`config.mk`:
```
export PLATFORM = sky130hd
export DESIGN_NAME = tws_master
export DESIGN_NICKNAME = d
export VERILOG_FILES = /design/src/include/tws_pkg.sv /design/src/rtl/tws_master.sv /design/src/rtl/tws_pin_sync.sv
export VERILOG_INCLUDE_DIRS = /design/src /design/src/include
export SDC_FILE = /design/constraint.sdc
export NUM_CORES = 1
export LEC_CHECK = 0
export ABC_AREA = 1
export BUFFER_PORTS_ARGS = -buffer_cell sky130_fd_sc_hd__buf_2
export CAP_MARGIN = 10
export CORE_MARGIN = 2
export CORE_UTILIZATION = 40
export DETAILED_ROUTE_END_ITERATION = 7
export GPL_ROUTABILITY_DRIVEN = 0
export GPL_TIMING_DRIVEN = 0
export PLACE_DENSITY = 0.64
export SYNTH_ARGS = -nofsm -noshare
export SYNTH_HDL_FRONTEND = slang
export SYNTH_SLANG_ARGS = --single-unit
```
`constraint.sdc`:
```
create_clock -name mclk -period 2.5 [get_ports mclk]
set_clock_uncertainty 0.2 [all_clocks]
set_input_delay 0.25 -clock mclk [delete_from_list [all_inputs] [get_ports mclk]]
set_output_delay 0.25 -clock mclk [all_outputs]
set_load 0.03 [all_outputs]
```
`src/include/tws_params.svh`:
```
/*
 * Register offsets, field positions, reset values, status codes and
 * the last bit slot index for the two-wire master sequencer.
 * Assumes a 40 MHz mclk and a 32-bit APB slave port with byte addresses.
 */
`ifndef TWS_PARAMS_SVH
`define TWS_PARAMS_SVH

// Register byte offsets
`define TWS_OFS_CTRL 8'h00
`define TWS_OFS_STATUS 8'h04
`define TWS_OFS_DATA 8'h08
`define TWS_OFS_RATE 8'h0C

// Control register fields
`define TWS_CB_IRQ 7
`define TWS_CB_ACK 6
`define TWS_CB_START 5
`define TWS_CB_STOP 4
`define TWS_CB_WCOL 3
`define TWS_CB_EN 2

// Reset values
`define TWS_RATE_RST 8'h0A
`define TWS_DATA_RST 8'hFF

// Bus status codes, low three bits always zero
`define TWS_ST_START 8'h08
`define TWS_ST_RSTART 8'h10
`define TWS_ST_TX_AACK 8'h18
`define TWS_ST_TX_ANACK 8'h20
`define TWS_ST_TX_DACK 8'h28
`define TWS_ST_TX_DNACK 8'h30
`define TWS_ST_ARB_LOST 8'h38
`define TWS_ST_RX_AACK 8'h40
`define TWS_ST_RX_ANACK 8'h48
`define TWS_ST_RX_DACK 8'h50
`define TWS_ST_RX_DNACK 8'h58
`define TWS_ST_IDLE 8'hF8

// Index of the last of the nine bit slots in one byte frame, data plus acknowledge
`define TWS_LAST_BIT 4'h8

`endif

```
`src/include/tws_pkg.sv`:
```
/*
 * Types shared by the two-wire master sequencer files.
 * Assumes nothing beyond a SystemVerilog compiler.
 */
package tws_pkg;
    typedef enum logic [3:0] {
        S_IDLE, S_WAIT_FREE, S_START_HI, S_START_LO, S_HOLD, S_RESTART,
        S_BIT_LO, S_BIT_HI, S_STOP_LO, S_STOP_HI, S_STOP_END
    } tws_state_t;

    // Clock and data line levels travel together
    typedef struct packed {
        logic scl;
        logic sda;
    } tws_pins_t;
endpackage

```
`src/rtl/tws_master.sv`:
```
/*
 * Two-wire bus master sequencer: START, address and data bytes in both
 * directions, acknowledge handling, arbitration loss, STOP, and an APB
 * register file with control, status, data and bit-rate registers.
 * Assumes open-drain pads outside and a zero-wait APB master on mclk.
 */
// Notes on behaviour
// - Acked transmitted data byte reports 0x28
// - Not-acked transmitted data byte reports 0x30
// - Flag clear with no requests sends byte
// - Start sends repeated START; both stop then start
// - STOP sent, then stop request self-clears
// - Arbitration loss reports 0x38, releases bus
// - START waits for free bus, reports 0x08
// - Address direction bit picks transmit or receive
// - Read address outcome reports 0x38, 0x40, 0x48
// - Received byte readable when flag sets
// - Repeated START reports 0x10, keeps bus
// - Read address sent after flag clear
// - Prescaler bits of status read zero
// - Transfer suspended while flag stays set
// - Data write with flag low sets collision
// - Ack enable picks receive acknowledge response
`include "tws_params.svh"

module tws_master (
    // Clock and reset
    input wire logic mclk,
    input wire logic rst_n,
    // APB slave
    input wire logic psel,
    input wire logic penable,
    input wire logic pwrite,
    input wire logic [7:0] paddr,
    input wire logic [31:0] pwdata,
    output logic [31:0] prdata,
    output logic pready,
    output logic pslverr,
    // Bus lines, open drain
    input wire tws_pkg::tws_pins_t pinsIn,
    output logic sclOut,
    output logic sclOe,
    output logic sdaOut,
    output logic sdaOe
);
    import tws_pkg::*;

    tws_state_t state;
    tws_pins_t lvl;
    logic busBusy;
    logic [7:0] tmr;
    logic half;
    logic [3:0] bitCnt;
    logic [8:0] txShift;
    logic [8:0] rxShift;
    logic own;
    logic isAddr;
    logic isRead;
    logic irqFlag;
    logic [7:0] statusCode;
    logic ifaceEnable;
    logic ackEnable;
    logic startReq;
    logic stopReq;
    logic wcol;
    logic [7:0] dataReg;
    logic [7:0] rateReg;

    tws_pin_sync u_sync (
        .mclk(mclk),
        .rst_n(rst_n),
        .pinsRaw(pinsIn),
        .pinsLvl(lvl),
        .busBusy(busBusy)
    );

    // APB decode; every access completes in its first access cycle
    wire access = psel && penable && pready;
    wire selCtrl = (paddr == `TWS_OFS_CTRL);
    wire selStat = (paddr == `TWS_OFS_STATUS);
    wire selData = (paddr == `TWS_OFS_DATA);
    wire selRate = (paddr == `TWS_OFS_RATE);
    wire mapped = selCtrl || selStat || selData || selRate;
    wire ctrlWr = access && pwrite && selCtrl;
    wire dataWr = access && pwrite && selData;
    wire rateWr = access && pwrite && selRate;
    wire swClear = ctrlWr && pwdata[`TWS_CB_IRQ];
    wire [7:0] ctrlView = {irqFlag, ackEnable, startReq, stopReq, wcol, ifaceEnable, 2'h0};
    wire [7:0] statView = {statusCode[7:3], 3'h0};
    wire [7:0] readMux;
    assign readMux = selCtrl ? ctrlView :
                     selStat ? statView :
                     selData ? dataReg :
                     selRate ? rateReg : 8'h00;

    // Bit engine conditions
    wire tmrZero = (tmr == 8'h00);
    wire bitEnd = (state == S_BIT_HI) && lvl.scl && tmrZero;
    wire lastBit = (bitCnt == `TWS_LAST_BIT);
    // A released one read back as zero means another master won
    wire arbLost = bitEnd && !lastBit && !sdaOe && !lvl.sda && (isAddr || !isRead);
    wire byteEnd = bitEnd && lastBit;
    wire ackOk = !lvl.sda;
    wire stopDone = (state == S_STOP_END) && tmrZero;
    wire launch = (state == S_HOLD) && !irqFlag && !stopReq && !startReq;
    wire [7:0] addrCode = dataReg[0] ? (ackOk ? `TWS_ST_RX_AACK : `TWS_ST_RX_ANACK)
                                     : (ackOk ? `TWS_ST_TX_AACK : `TWS_ST_TX_ANACK);
    wire [7:0] dataCode = isRead ? (ackOk ? `TWS_ST_RX_DACK : `TWS_ST_RX_DNACK)
                                 : (ackOk ? `TWS_ST_TX_DACK : `TWS_ST_TX_DNACK);
    wire [7:0] nextCode = isAddr ? addrCode : dataCode;
    // Receive data drives the chosen acknowledge, everything else sends the data register
    wire [8:0] launchBits = (isRead && !isAddr) ? {8'hFF, !ackEnable} : {dataReg, 1'h1};

    // APB answer registers
    always_ff @(posedge mclk) begin
        if (!rst_n) begin
            pready <= 1'b0;
            prdata <= 32'h0000_0000;
            pslverr <= 1'b0;
        end else begin
            pready <= psel && !penable;
            prdata <= {24'h00_0000, readMux};
            pslverr <= psel && !penable && !mapped;
        end
    end

    // Pad data levels stay low; only the enables move the lines
    always_ff @(posedge mclk) begin
        sclOut <= 1'b0;
        sdaOut <= 1'b0;
    end

    // Control bits; a software write of stop wins over the self clear
    always_ff @(posedge mclk) begin
        if (!rst_n) begin
            ifaceEnable <= 1'b0;
            ackEnable <= 1'b0;
            startReq <= 1'b0;
            stopReq <= 1'b0;
            rateReg <= `TWS_RATE_RST;
        end else begin
            if (ctrlWr) begin
                ifaceEnable <= pwdata[`TWS_CB_EN];
                ackEnable <= pwdata[`TWS_CB_ACK];
                startReq <= pwdata[`TWS_CB_START];
                stopReq <= pwdata[`TWS_CB_STOP];
            end else if (stopDone) begin
                stopReq <= 1'b0;
            end
            if (rateWr) rateReg <= pwdata[7:0];
        end
    end

    // Data register: received byte on frame end, software only while suspended
    always_ff @(posedge mclk) begin
        if (!rst_n) begin
            dataReg <= `TWS_DATA_RST;
            wcol <= 1'b0;
        end else begin
            if (byteEnd && isRead && !isAddr) dataReg <= rxShift[7:0];
            else if (dataWr && irqFlag) dataReg <= pwdata[7:0];
            if (dataWr && !irqFlag) wcol <= 1'b1;
            else if (dataWr) wcol <= 1'b0;
        end
    end

    // Sequencer; each phase lasts rateReg+1 cycles, a bit low phase twice that, and the bit and STOP high
    // phases count only once the clock line reads high, so slaves may stretch it
    always_ff @(posedge mclk) begin
        if (!rst_n) begin
            state <= S_IDLE;
            tmr <= 8'h00;
            half <= 1'b0;
            bitCnt <= 4'h0;
            txShift <= 9'h1FF;
            rxShift <= 9'h000;
            sclOe <= 1'b0;
            sdaOe <= 1'b0;
            own <= 1'b0;
            isAddr <= 1'b0;
            isRead <= 1'b0;
            irqFlag <= 1'b0;
            statusCode <= `TWS_ST_IDLE;
        end else begin
            if (!tmrZero) tmr <= tmr - 8'h01;
            // Later sets in this block override the software clear
            if (swClear) irqFlag <= 1'b0;
            if (!ifaceEnable) begin
                state <= S_IDLE;
                sclOe <= 1'b0;
                sdaOe <= 1'b0;
                own <= 1'b0;
            end else begin
                case (state)
                    S_IDLE: begin
                        sclOe <= 1'b0;
                        sdaOe <= 1'b0;
                        if (!irqFlag && startReq) begin
                            state <= S_WAIT_FREE;
                            tmr <= rateReg;
                        end
                    end
                    S_WAIT_FREE: begin
                        if (!lvl.scl || (busBusy && !own)) begin
                            tmr <= rateReg;
                        end else if (tmrZero) begin
                            sdaOe <= 1'b1;
                            state <= S_START_HI;
                            tmr <= rateReg;
                        end
                    end
                    S_START_HI: begin
                        if (tmrZero) begin
                            sclOe <= 1'b1;
                            state <= S_START_LO;
                            tmr <= rateReg;
                        end
                    end
                    S_START_LO: begin
                        if (tmrZero) begin
                            statusCode <= own ? `TWS_ST_RSTART : `TWS_ST_START;
                            own <= 1'b1;
                            isAddr <= 1'b1;
                            irqFlag <= 1'b1;
                            state <= S_HOLD;
                        end
                    end
                    S_HOLD: begin
                        // Clock held low until software clears the flag
                        if (!irqFlag) begin
                            if (stopReq) begin
                                sdaOe <= 1'b1;
                                state <= S_STOP_LO;
                                tmr <= rateReg;
                            end else if (startReq) begin
                                sdaOe <= 1'b0;
                                state <= S_RESTART;
                                tmr <= rateReg;
                            end else begin
                                txShift <= launchBits;
                                bitCnt <= 4'h0;
                                half <= 1'b0;
                                state <= S_BIT_LO;
                                tmr <= rateReg;
                            end
                        end
                    end
                    S_RESTART: begin
                        if (tmrZero) begin
                            sclOe <= 1'b0;
                            state <= S_WAIT_FREE;
                            tmr <= rateReg;
                        end
                    end
                    S_BIT_LO: begin
                        // Data changes mid low phase, clear of both clock edges
                        if (tmrZero && !half) begin
                            sdaOe <= !txShift[8];
                            half <= 1'b1;
                            tmr <= rateReg;
                        end else if (tmrZero) begin
                            half <= 1'b0;
                            sclOe <= 1'b0;
                            state <= S_BIT_HI;
                            tmr <= rateReg;
                        end
                    end
                    S_BIT_HI: begin
                        if (!lvl.scl) begin
                            tmr <= rateReg;
                        end else if (tmrZero) begin
                            rxShift <= {rxShift[7:0], lvl.sda};
                            if (arbLost) begin
                                sclOe <= 1'b0;
                                sdaOe <= 1'b0;
                                own <= 1'b0;
                                statusCode <= `TWS_ST_ARB_LOST;
                                irqFlag <= 1'b1;
                                state <= S_IDLE;
                            end else if (lastBit) begin
                                sclOe <= 1'b1;
                                statusCode <= nextCode;
                                irqFlag <= 1'b1;
                                isAddr <= 1'b0;
                                if (isAddr) isRead <= dataReg[0];
                                state <= S_HOLD;
                            end else begin
                                sclOe <= 1'b1;
                                txShift <= {txShift[7:0], 1'h1};
                                bitCnt <= bitCnt + 4'h1;
                                state <= S_BIT_LO;
                                tmr <= rateReg;
                            end
                        end
                    end
                    S_STOP_LO: begin
                        if (tmrZero) begin
                            sclOe <= 1'b0;
                            state <= S_STOP_HI;
                            tmr <= rateReg;
                        end
                    end
                    S_STOP_HI: begin
                        if (!lvl.scl) begin
                            tmr <= rateReg;
                        end else if (tmrZero) begin
                            sdaOe <= 1'b0;
                            state <= S_STOP_END;
                            tmr <= rateReg;
                        end
                    end
                    S_STOP_END: begin
                        if (tmrZero) begin
                            own <= 1'b0;
                            statusCode <= `TWS_ST_IDLE;
                            state <= S_IDLE;
                        end
                    end
                    default: state <= S_IDLE;
                endcase
            end
        end
    end
endmodule

```
`src/rtl/tws_pin_sync.sv`:
```
/*
 * Three-flop synchronisers with agreement filter for both bus lines,
 * plus bus-busy tracking from START and STOP conditions.
 * Assumes the lines are pulled high outside and sampled on mclk.
 */
module tws_pin_sync (
    // Clock and reset
    input wire logic mclk,
    input wire logic rst_n,
    // Raw pins and filtered levels
    input tws_pkg::tws_pins_t pinsRaw,
    output tws_pkg::tws_pins_t pinsLvl,
    output logic busBusy
);
    import tws_pkg::*;

    logic [1:0] rawVec;
    logic [1:0] lvlVec;
    logic [1:0] prevVec;
    wire startSeen;
    wire stopSeen;

    assign rawVec = pinsRaw;
    assign pinsLvl = lvlVec;

    // One synchroniser per line; only the second and third flops are compared
    genvar i;
    generate
        for (i = 0; i < 2; i = i + 1) begin : g_line
            logic [2:0] sh;
            always_ff @(posedge mclk) begin
                if (!rst_n) begin
                    sh <= 3'h7;
                    lvlVec[i] <= 1'b1;
                end else begin
                    sh <= {sh[1:0], rawVec[i]};
                    if (sh[1] == sh[2]) lvlVec[i] <= sh[2];
                end
            end
        end
    endgenerate

    // Data edges while the clock line stays high mark START and STOP
    assign startSeen = lvlVec[1] && prevVec[1] && prevVec[0] && !lvlVec[0];
    assign stopSeen = lvlVec[1] && prevVec[1] && !prevVec[0] && lvlVec[0];

    always_ff @(posedge mclk) begin
        if (!rst_n) begin
            prevVec <= 2'h3;
            busBusy <= 1'b0;
        end else begin
            prevVec <= lvlVec;
            if (startSeen) busBusy <= 1'b1;
            else if (stopSeen) busBusy <= 1'b0;
        end
    end
endmodule

```
==> results of run 1 <==
-- per-layer routing --
| layer | part of all wire, % | vias to the layer above |
|---|---|---|
| met4 | 2.4 | 0 |
| met3 | 7.4 | 26 |
| met2 | 46 | 188 |
| met5 | 0 | - |
| met1 | 44 | 2379 |
| li1 | - | 2703 |
-- layout make-up --
type / instances / share of cell area [%]
multi-input cells: 586 / 47.1
clock inverters: 5 / 0.641
plain buffers: 46 / 5.00
flip-flops and latches: 87 / 28.8
clock buffers: 11 / 4.18
well taps: 172 / 3.56
inverters: 102 / 6.37
repair buffers: 43 / 4.34
-- Yosys cell counts, types with 2 or more instances --
library cell  count  share of area, %
nand2_1         191                14
nor3_1            7              0.68
o31ai_1           2              0.29
nand3_2           2              0.39
inv_2            14               1.0
nand3b_1          2              0.29
dfxtp_1          87                34
o21ai_1          11               1.1
a21oi_1          62               6.0
o22ai_1           3              0.36
clkbuf_1         12              0.87
nor2_1           79               5.7
nand2_4           4              0.87
a31oi_1           3              0.36
buf_6             3              0.65
nand2_2          10               1.2
or2_2             7              0.85
nor2_2            9               1.1
a21oi_2           2              0.34
nor2_4            4              0.87
a211oi_1          3              0.44
a41oi_1           3              0.51
buf_4            26               3.8
xnor2_1           2              0.34
ha_1              6               1.5
o211ai_1          9               1.3
inv_1            87               6.3
buf_2             5              0.48
o221ai_1          2              0.34
nor3_2            2              0.39
o21ai_0          73               7.1
nand4_1           8              0.97
nand3_1          47               4.5
-- cells in the final DEF, fill, tap and decap left out, types with 8 or more instances in the layout --
cell type	instances
a21oi_1	62
buf_2	37
buf_4	27
clkbuf_1	11
clkbuf_16	9
conb_1	26
dfxtp_1	87
dlygate4sd3_1	9
inv_1	86
inv_2	15
nand2_1	190
nand2_2	10
nand3_1	47
nand4_1	8
nor2_1	79
nor2_2	8
o211ai_1	9
o21ai_0	70
o21ai_1	14
-- metrics by stage --
step	cell area (um^2)	setup WS (ns)	TNS [ns]
3_3_place_gp	5640	-0.0496	-0.0944
6_report	6050	0.171	0
2_1_floorplan	5260	0.484	0
3_5_place_dp	5640	-0.0119	-0.0119
5_1_grt	6050	-0.0108	-0.0108
4_1_cts	6030	0.0206	0
-- timing repair --
item,4_1_cts,5_1_grt
endpoints found under the hold margin,9,0
setup endpoints to repair,3,38
gates resized for setup,3,8
pin swaps,0,2
hold buffers,9,0
cloned,0,0
buffers inserted,0,1
-- worst paths after layout --
kind	start	end	slack, ns	cells past startpoint
worst max-delay path	tmr[0]	dataReg[6]	0.17	10
worst min-delay path	pwdata[6]	ackEnable	0.01	3
worst max register to register	tmr[0]	dataReg[6]	0.17	10
worst min register to register	u_sync.g_line[1].sh[0]	u_sync.g_line[1].sh[1]	0.21	1
-- sequential cells by signal (all words and copies together), names as in the netlist, 2 cells and up --
signal	count
state	4
rateReg	8
tmr	8
dataReg	8
u_sync.pinsLvl	2
rxShift	8
u_sync.prevVec	2
bitCnt	4
txShift	9
statusCode	5
prdata	8
u_sync.g_line.sh	6
-- cell families (layout without fill, tap and decap cells) --
group | Yosys count | count (layout) | synth area share (%)
adder cells (fa/ha/maj) | 6 | 6 | 1.45
AO/OA/AOI/OAI | 178 | 178 | 19.2
flip-flops | 87 | 87 | 33.7
buffers and inverters | 148 | 207 | 13.2
other | 1 | 26 | 0.0725
AND/OR/NAND/NOR | 374 | 374 | 32.0
XOR/XNOR | 2 | 2 | 0.339
-- power by group through the flow --
stage | clock network (W) | registers [W] | logic, W
after floorplan | 0 | 0.00151 | 0.00100
after global placement | 0 | 0.00151 | 0.00128
after detailed placement | 0 | 0.00151 | 0.00128
after CTS | 0.00136 | 0.00148 | 0.00131
after global routing | 0.00142 | 0.00149 | 0.00152
final | 0.00133 | 0.00148 | 0.00134
-- worst reg2reg max path: stages, from the launching register on --
cell	delay (ns)
dfxtp_1	0.32
inv_2	0.12
ha_2	0.23
nand2_1	0.15
inv_2	0.15
nand2_4	0.13
nor2_4	0.21
nand3_1	0.16
clkbuf_2	0.21
o21ai_1	0.22
nand3_1	0.10
==> results_dict.tcl, run 1 <==
set metrics [dict create \
    endpoint_kind "flop" \
    htreeDepth 3 \
    dp_cells 1026 \
    status "finished, final reports clean" \
    synth-seq-area-share_pct 33.7 \
    cellPowerDensity_nw_per_um2 687 \
    clk_path_buf_depth 2 \
    vias 5296 \
    period_share_pct 93.2 \
    drcViolationCount 0 \
    hold_violations 0 \
    cp_max_fo 10 \
    ff_latch_area_um2 1740 \
    die_y_um 118 \
    die_w_um 118 \
    cts.clk_slew.worst_paths_ns 0.07 \
    cts-root-buf "clkbuf_16" \
    p_comb_share_pct 32.3 \
    final_nets 928 \
    grt_use_met2_pct 36.7 \
    max_stage_delay_ns 0.32 \
    insertion_delay_ns 0.35 \
    switching_power_w 0.00153 \
    grt_pass1_wl_mm 24.9 \
    start_util_pct 41.0 \
    start_kind "flop" \
    required_ns 2.52 \
    multiInputGateArea_um2 2850 \
    io_buffers 33 \
    p_int_w 0.00263 \
    slew_viol_final 0 \
    fin_total_pwr_w 0.00416 \
    crit_path_cell_trace "inv_2, ha_2, nand2_1, inv_2, nand2_4, nor2_4, nand3_1, clkbuf_2, o21ai_1, nand3_1" \
    routed_wl_mm 15.2 \
    final_cells 1052 \
    grt_overflow 0 \
    fillers 1344 \
    yosysUniqueCellTypes 42 \
    clkSinkCount 87 \
    worstSetupPathType "reg -> reg" \
    use_met1_pct 29.3 \
    tightest_slew_ns 0.714 \
    critPathArrivalTime_ns 2.35 \
    path_buf_inv 3 \
    clock.fmax_ghz 0.429 \
    placementRows 41 \
    ys_seq_elements 87 \
    grt_pass1_vias 4869 \
    drt-pass1-iter-count 5 \
    setup_viol 0 \
    viasPerCell 5.03 \
    ys.flop_type "dfxtp_1" \
    max_slew_margin_pct 52.4 \
    ant_nets 0 \
    core_um2 12600 \
    clkPwrFrac_pct 32.1 \
    timing.hold.ws_ns 0.0112 \
    syn_inst 796 \
    seq_power_share_pct 35.7 \
    drt_iter0_drc 356 \
    dp_hpwl_mm 11.7 \
    wire_per_inst_um 14.4 \
    grt_max_degree 16 \
    grt_antenna_before_repair 0 \
    busiest_layer "met2" \
    synth-edff-count 0 \
    cts_buffers 9 \
    io_pins 85 \
    cts_tree "built" \
    diodes 0 \
    syn_to_final_growth_pct 17.1 \
    drive_gt1_share_pct 16.6 \
    yosys_warnings 0 \
    drv_cap 0 \
    ir_worst_vdd_uv 610 \
    crit_family "simple AND/OR/NAND/NOR gates" \
    netlist_area_um2 5170 \
    syn-mean-instance-area_um2 6.49 \
    total_leakage_power_nw 2.85 \
    period_minus_slack_ns 2.33 \
    grt_use_met3_pct 5.23 \
    die-area_um2 13800 \
    grt_use_total_pct 22.6 \
    synth-async-reset-ratio_pct 0 \
    fin_util_pct 48.0 \
    hold_path_class "in -> reg" \
    cpMaxStageDelayCell "dfxtp_1" \
    switching_share_pct 36.8 \
]
Power figures use the tool's default switching activity.
==> run 2: changes to the inputs <==
HOLD_SLACK_MARGIN = 0.05   (was default)
==> run 2 against run 1 <==
Against the previous run: non-clock buffer count rose by 3; clock power about the same; design area is 0.50% higher; first-iteration DRC count down 7.6%; power is 0.33% higher; worst setup slack improved by 0.012 ns; global-route usage increased by 0.082 points; register-to-register slack hardly changed; critical path depth stayed put; critical path type unchanged; largest cell class unchanged.
==> results_dict.tcl, run 2 (same netlist as run 1, synthesis figures left out) <==
set metrics [dict create \
    switching_share_pct 36.9 \
    routed_wl_mm 15.2 \
    r2r_start "tmr[0]" \
    ff_latch_area_um2 1740 \
    tightest_slew_ns 0.684 \
    worst_r2r_path_depth 10 \
    grt_max_degree 16 \
    cts.clk_slew.worst_paths_ns 0.07 \
    final_cells 1055 \
    crit_path_cell_trace "inv_2, ha_2, nand2_1, inv_2, nand2_4, nor2_4, nand3_1, clkbuf_2, o21ai_1, nand3_1" \
    final_cell_mix "190 x nand2_1, 87 x dfxtp_1, 86 x inv_1" \
    max_slew_margin_pct 54.4 \
    dp_cells 1026 \
    clk_path_buf_depth 2 \
    status "finished, final reports clean" \
    critPathArrivalTime_ns 2.34 \
    drt-pass1-iter-count 5 \
    p_int_w 0.00263 \
    cts-root-buf "clkbuf_16" \
    required_ns 2.52 \
    io_buffers 33 \
    drt_iter0_drc 329 \
    worstSetupPathType "reg -> reg" \
    grt_pass1_wl_mm 25.0 \
    period_share_pct 92.7 \
    io_pins 85 \
    die_y_um 118 \
    drv_cap 0 \
    period_minus_slack_ns 2.32 \
    max_stage_delay_ns 0.32 \
    htreeDepth 3 \
    wire_per_inst_um 14.4 \
    rrSetupSlack_ns 0.18 \
    multiInputGateArea_um2 2850 \
    clkPwrFrac_pct 32.2 \
    clkSinkCount 87 \
    vias 5314 \
    slew_viol_final 0 \
    diodes 0 \
    die-area_um2 13800 \
    placementRows 41 \
    dp_hpwl_mm 11.7 \
    fillers 1342 \
    cts_tree "built" \
    endpoint_kind "flop" \
    layout_setup_ws_ns 0.182 \
    pre_cts_ws_ns -0.0119 \
    hold_violations 0 \
    insertion_delay_ns 0.35 \
    core_um2 12600 \
    drcViolationCount 0 \
    cpMaxStageDelayCell "dfxtp_1" \
    ir_worst_vdd_uv 616 \
    syn_to_final_growth_pct 17.6 \
    hold_start "paddr[3]" \
    holdPathStages 4 \
    rr_endpoint "dataReg[6]" \
    grt_use_total_pct 22.7 \
    final_nets 931 \
    p_comb_share_pct 32.3 \
    cellPowerDensity_nw_per_um2 686 \
    grt_overflow 0 \
    cts_buffers 9 \
    seq_power_share_pct 35.6 \
    setup_viol 0 \
    grt_antenna_before_repair 0 \
    ant_nets 0 \
    largest_register "txShift" \
    viasPerCell 5.04 \
    start_kind "flop" \
    grt_pass1_vias 4905 \
    final_common_cell "nand2_1" \
    drive_gt1_share_pct 16.5 \
    holdPathEnd "pslverr" \
    clock.fmax_ghz 0.431 \
    die_w_um 118 \
    cp_max_fo 10 \
    switching_power_w 0.00154 \
    largest_register_ffs 9 \
    start_util_pct 41.0 \
    startpoint "tmr[0]" \
    hold_path_class "in -> reg" \
    total_leakage_power_nw 2.87 \
]
run 2: changes by cell type in the layout (fill, tap and decap cells not counted):
cell           before  now
dlygate4sd3_1       9   12
run 2: worst max path at each step:
stage                            end  slack, ns  cells past startpoint
after floorplan            bitCnt[1]       0.48                     12
after global placement        tmr[2]      -0.05                     10
after detailed placement      tmr[2]      -0.01                     10
after CTS                 dataReg[5]       0.02                     10
after global routing      dataReg[2]      -0.01                     10
final                     dataReg[6]       0.18                     10
run 2: power groups by stage:
stage / clock network [W] / registers [W] / logic [W]
floorplan: 0 / 0.00151 / 0.00100
global placement: 0 / 0.00151 / 0.00128
detailed placement: 0 / 0.00151 / 0.00128
CTS: 0.00136 / 0.00148 / 0.00131
global route: 0.00142 / 0.00149 / 0.00153
finish: 0.00134 / 0.00148 / 0.00135
run 2: per-layer routing:
layer  share of wire, %  GRT usage (%)  vias up  wire length, um
met5                  0              0        -                0
met4                2.4           8.13        0              368
met3                6.8           5.23       26             1040
met2                 46           37.0      178             7010
met1                 45           29.3     2403             6790
li1                   -              -     2707                -
run 2: timing repair:
action / 4_1_cts / 5_1_grt
buffers inserted: 0 / 1
hold endpoints to repair: 18 / 0
hold buffers: 12 / 0
pin swaps: 0 / 2
endpoints found under the setup margin: 3 / 38
gates resized for setup: 3 / 8
run 2: layout make-up:
| cell class | instances | share of cell area [%] |
|---|---|---|
| multi-input combinational | 586 | 46.9 |
| sequential | 87 | 28.6 |
| inverter | 102 | 6.34 |
| buffer | 46 | 4.98 |
| timing repair buffer | 46 | 4.81 |
| clock buffer | 11 | 4.16 |
| tap | 172 | 3.54 |
| clock inverter | 5 | 0.638 |
run 2: worst max-delay path: cells and delay by family (launching register included):
kind                     cells  cell delay, ns
AO/OA/AOI/OAI                1            0.22
adder cells (fa/ha/maj)      1            0.23
buffers and inverters        3            0.48
flip-flops                   1            0.32
AND/OR/NAND/NOR              5            0.74
run 2: stage by stage:
stage	util, %	total power, W	setup TNS (ns)	hold WS, ns	cell area [um^2]
final	48.2	0.00417	0	0.114	6080
after global routing	48.2	0.00444	-0.0108	0.140	6080
after CTS	48.0	0.00416	0	0.122	6060
after detailed placement	44.7	0.00279	-0.0119	0.199	5640
after global placement	44.7	0.00279	-0.0944	0.195	5640
after floorplan	-	0.00251	0	0.133	5260
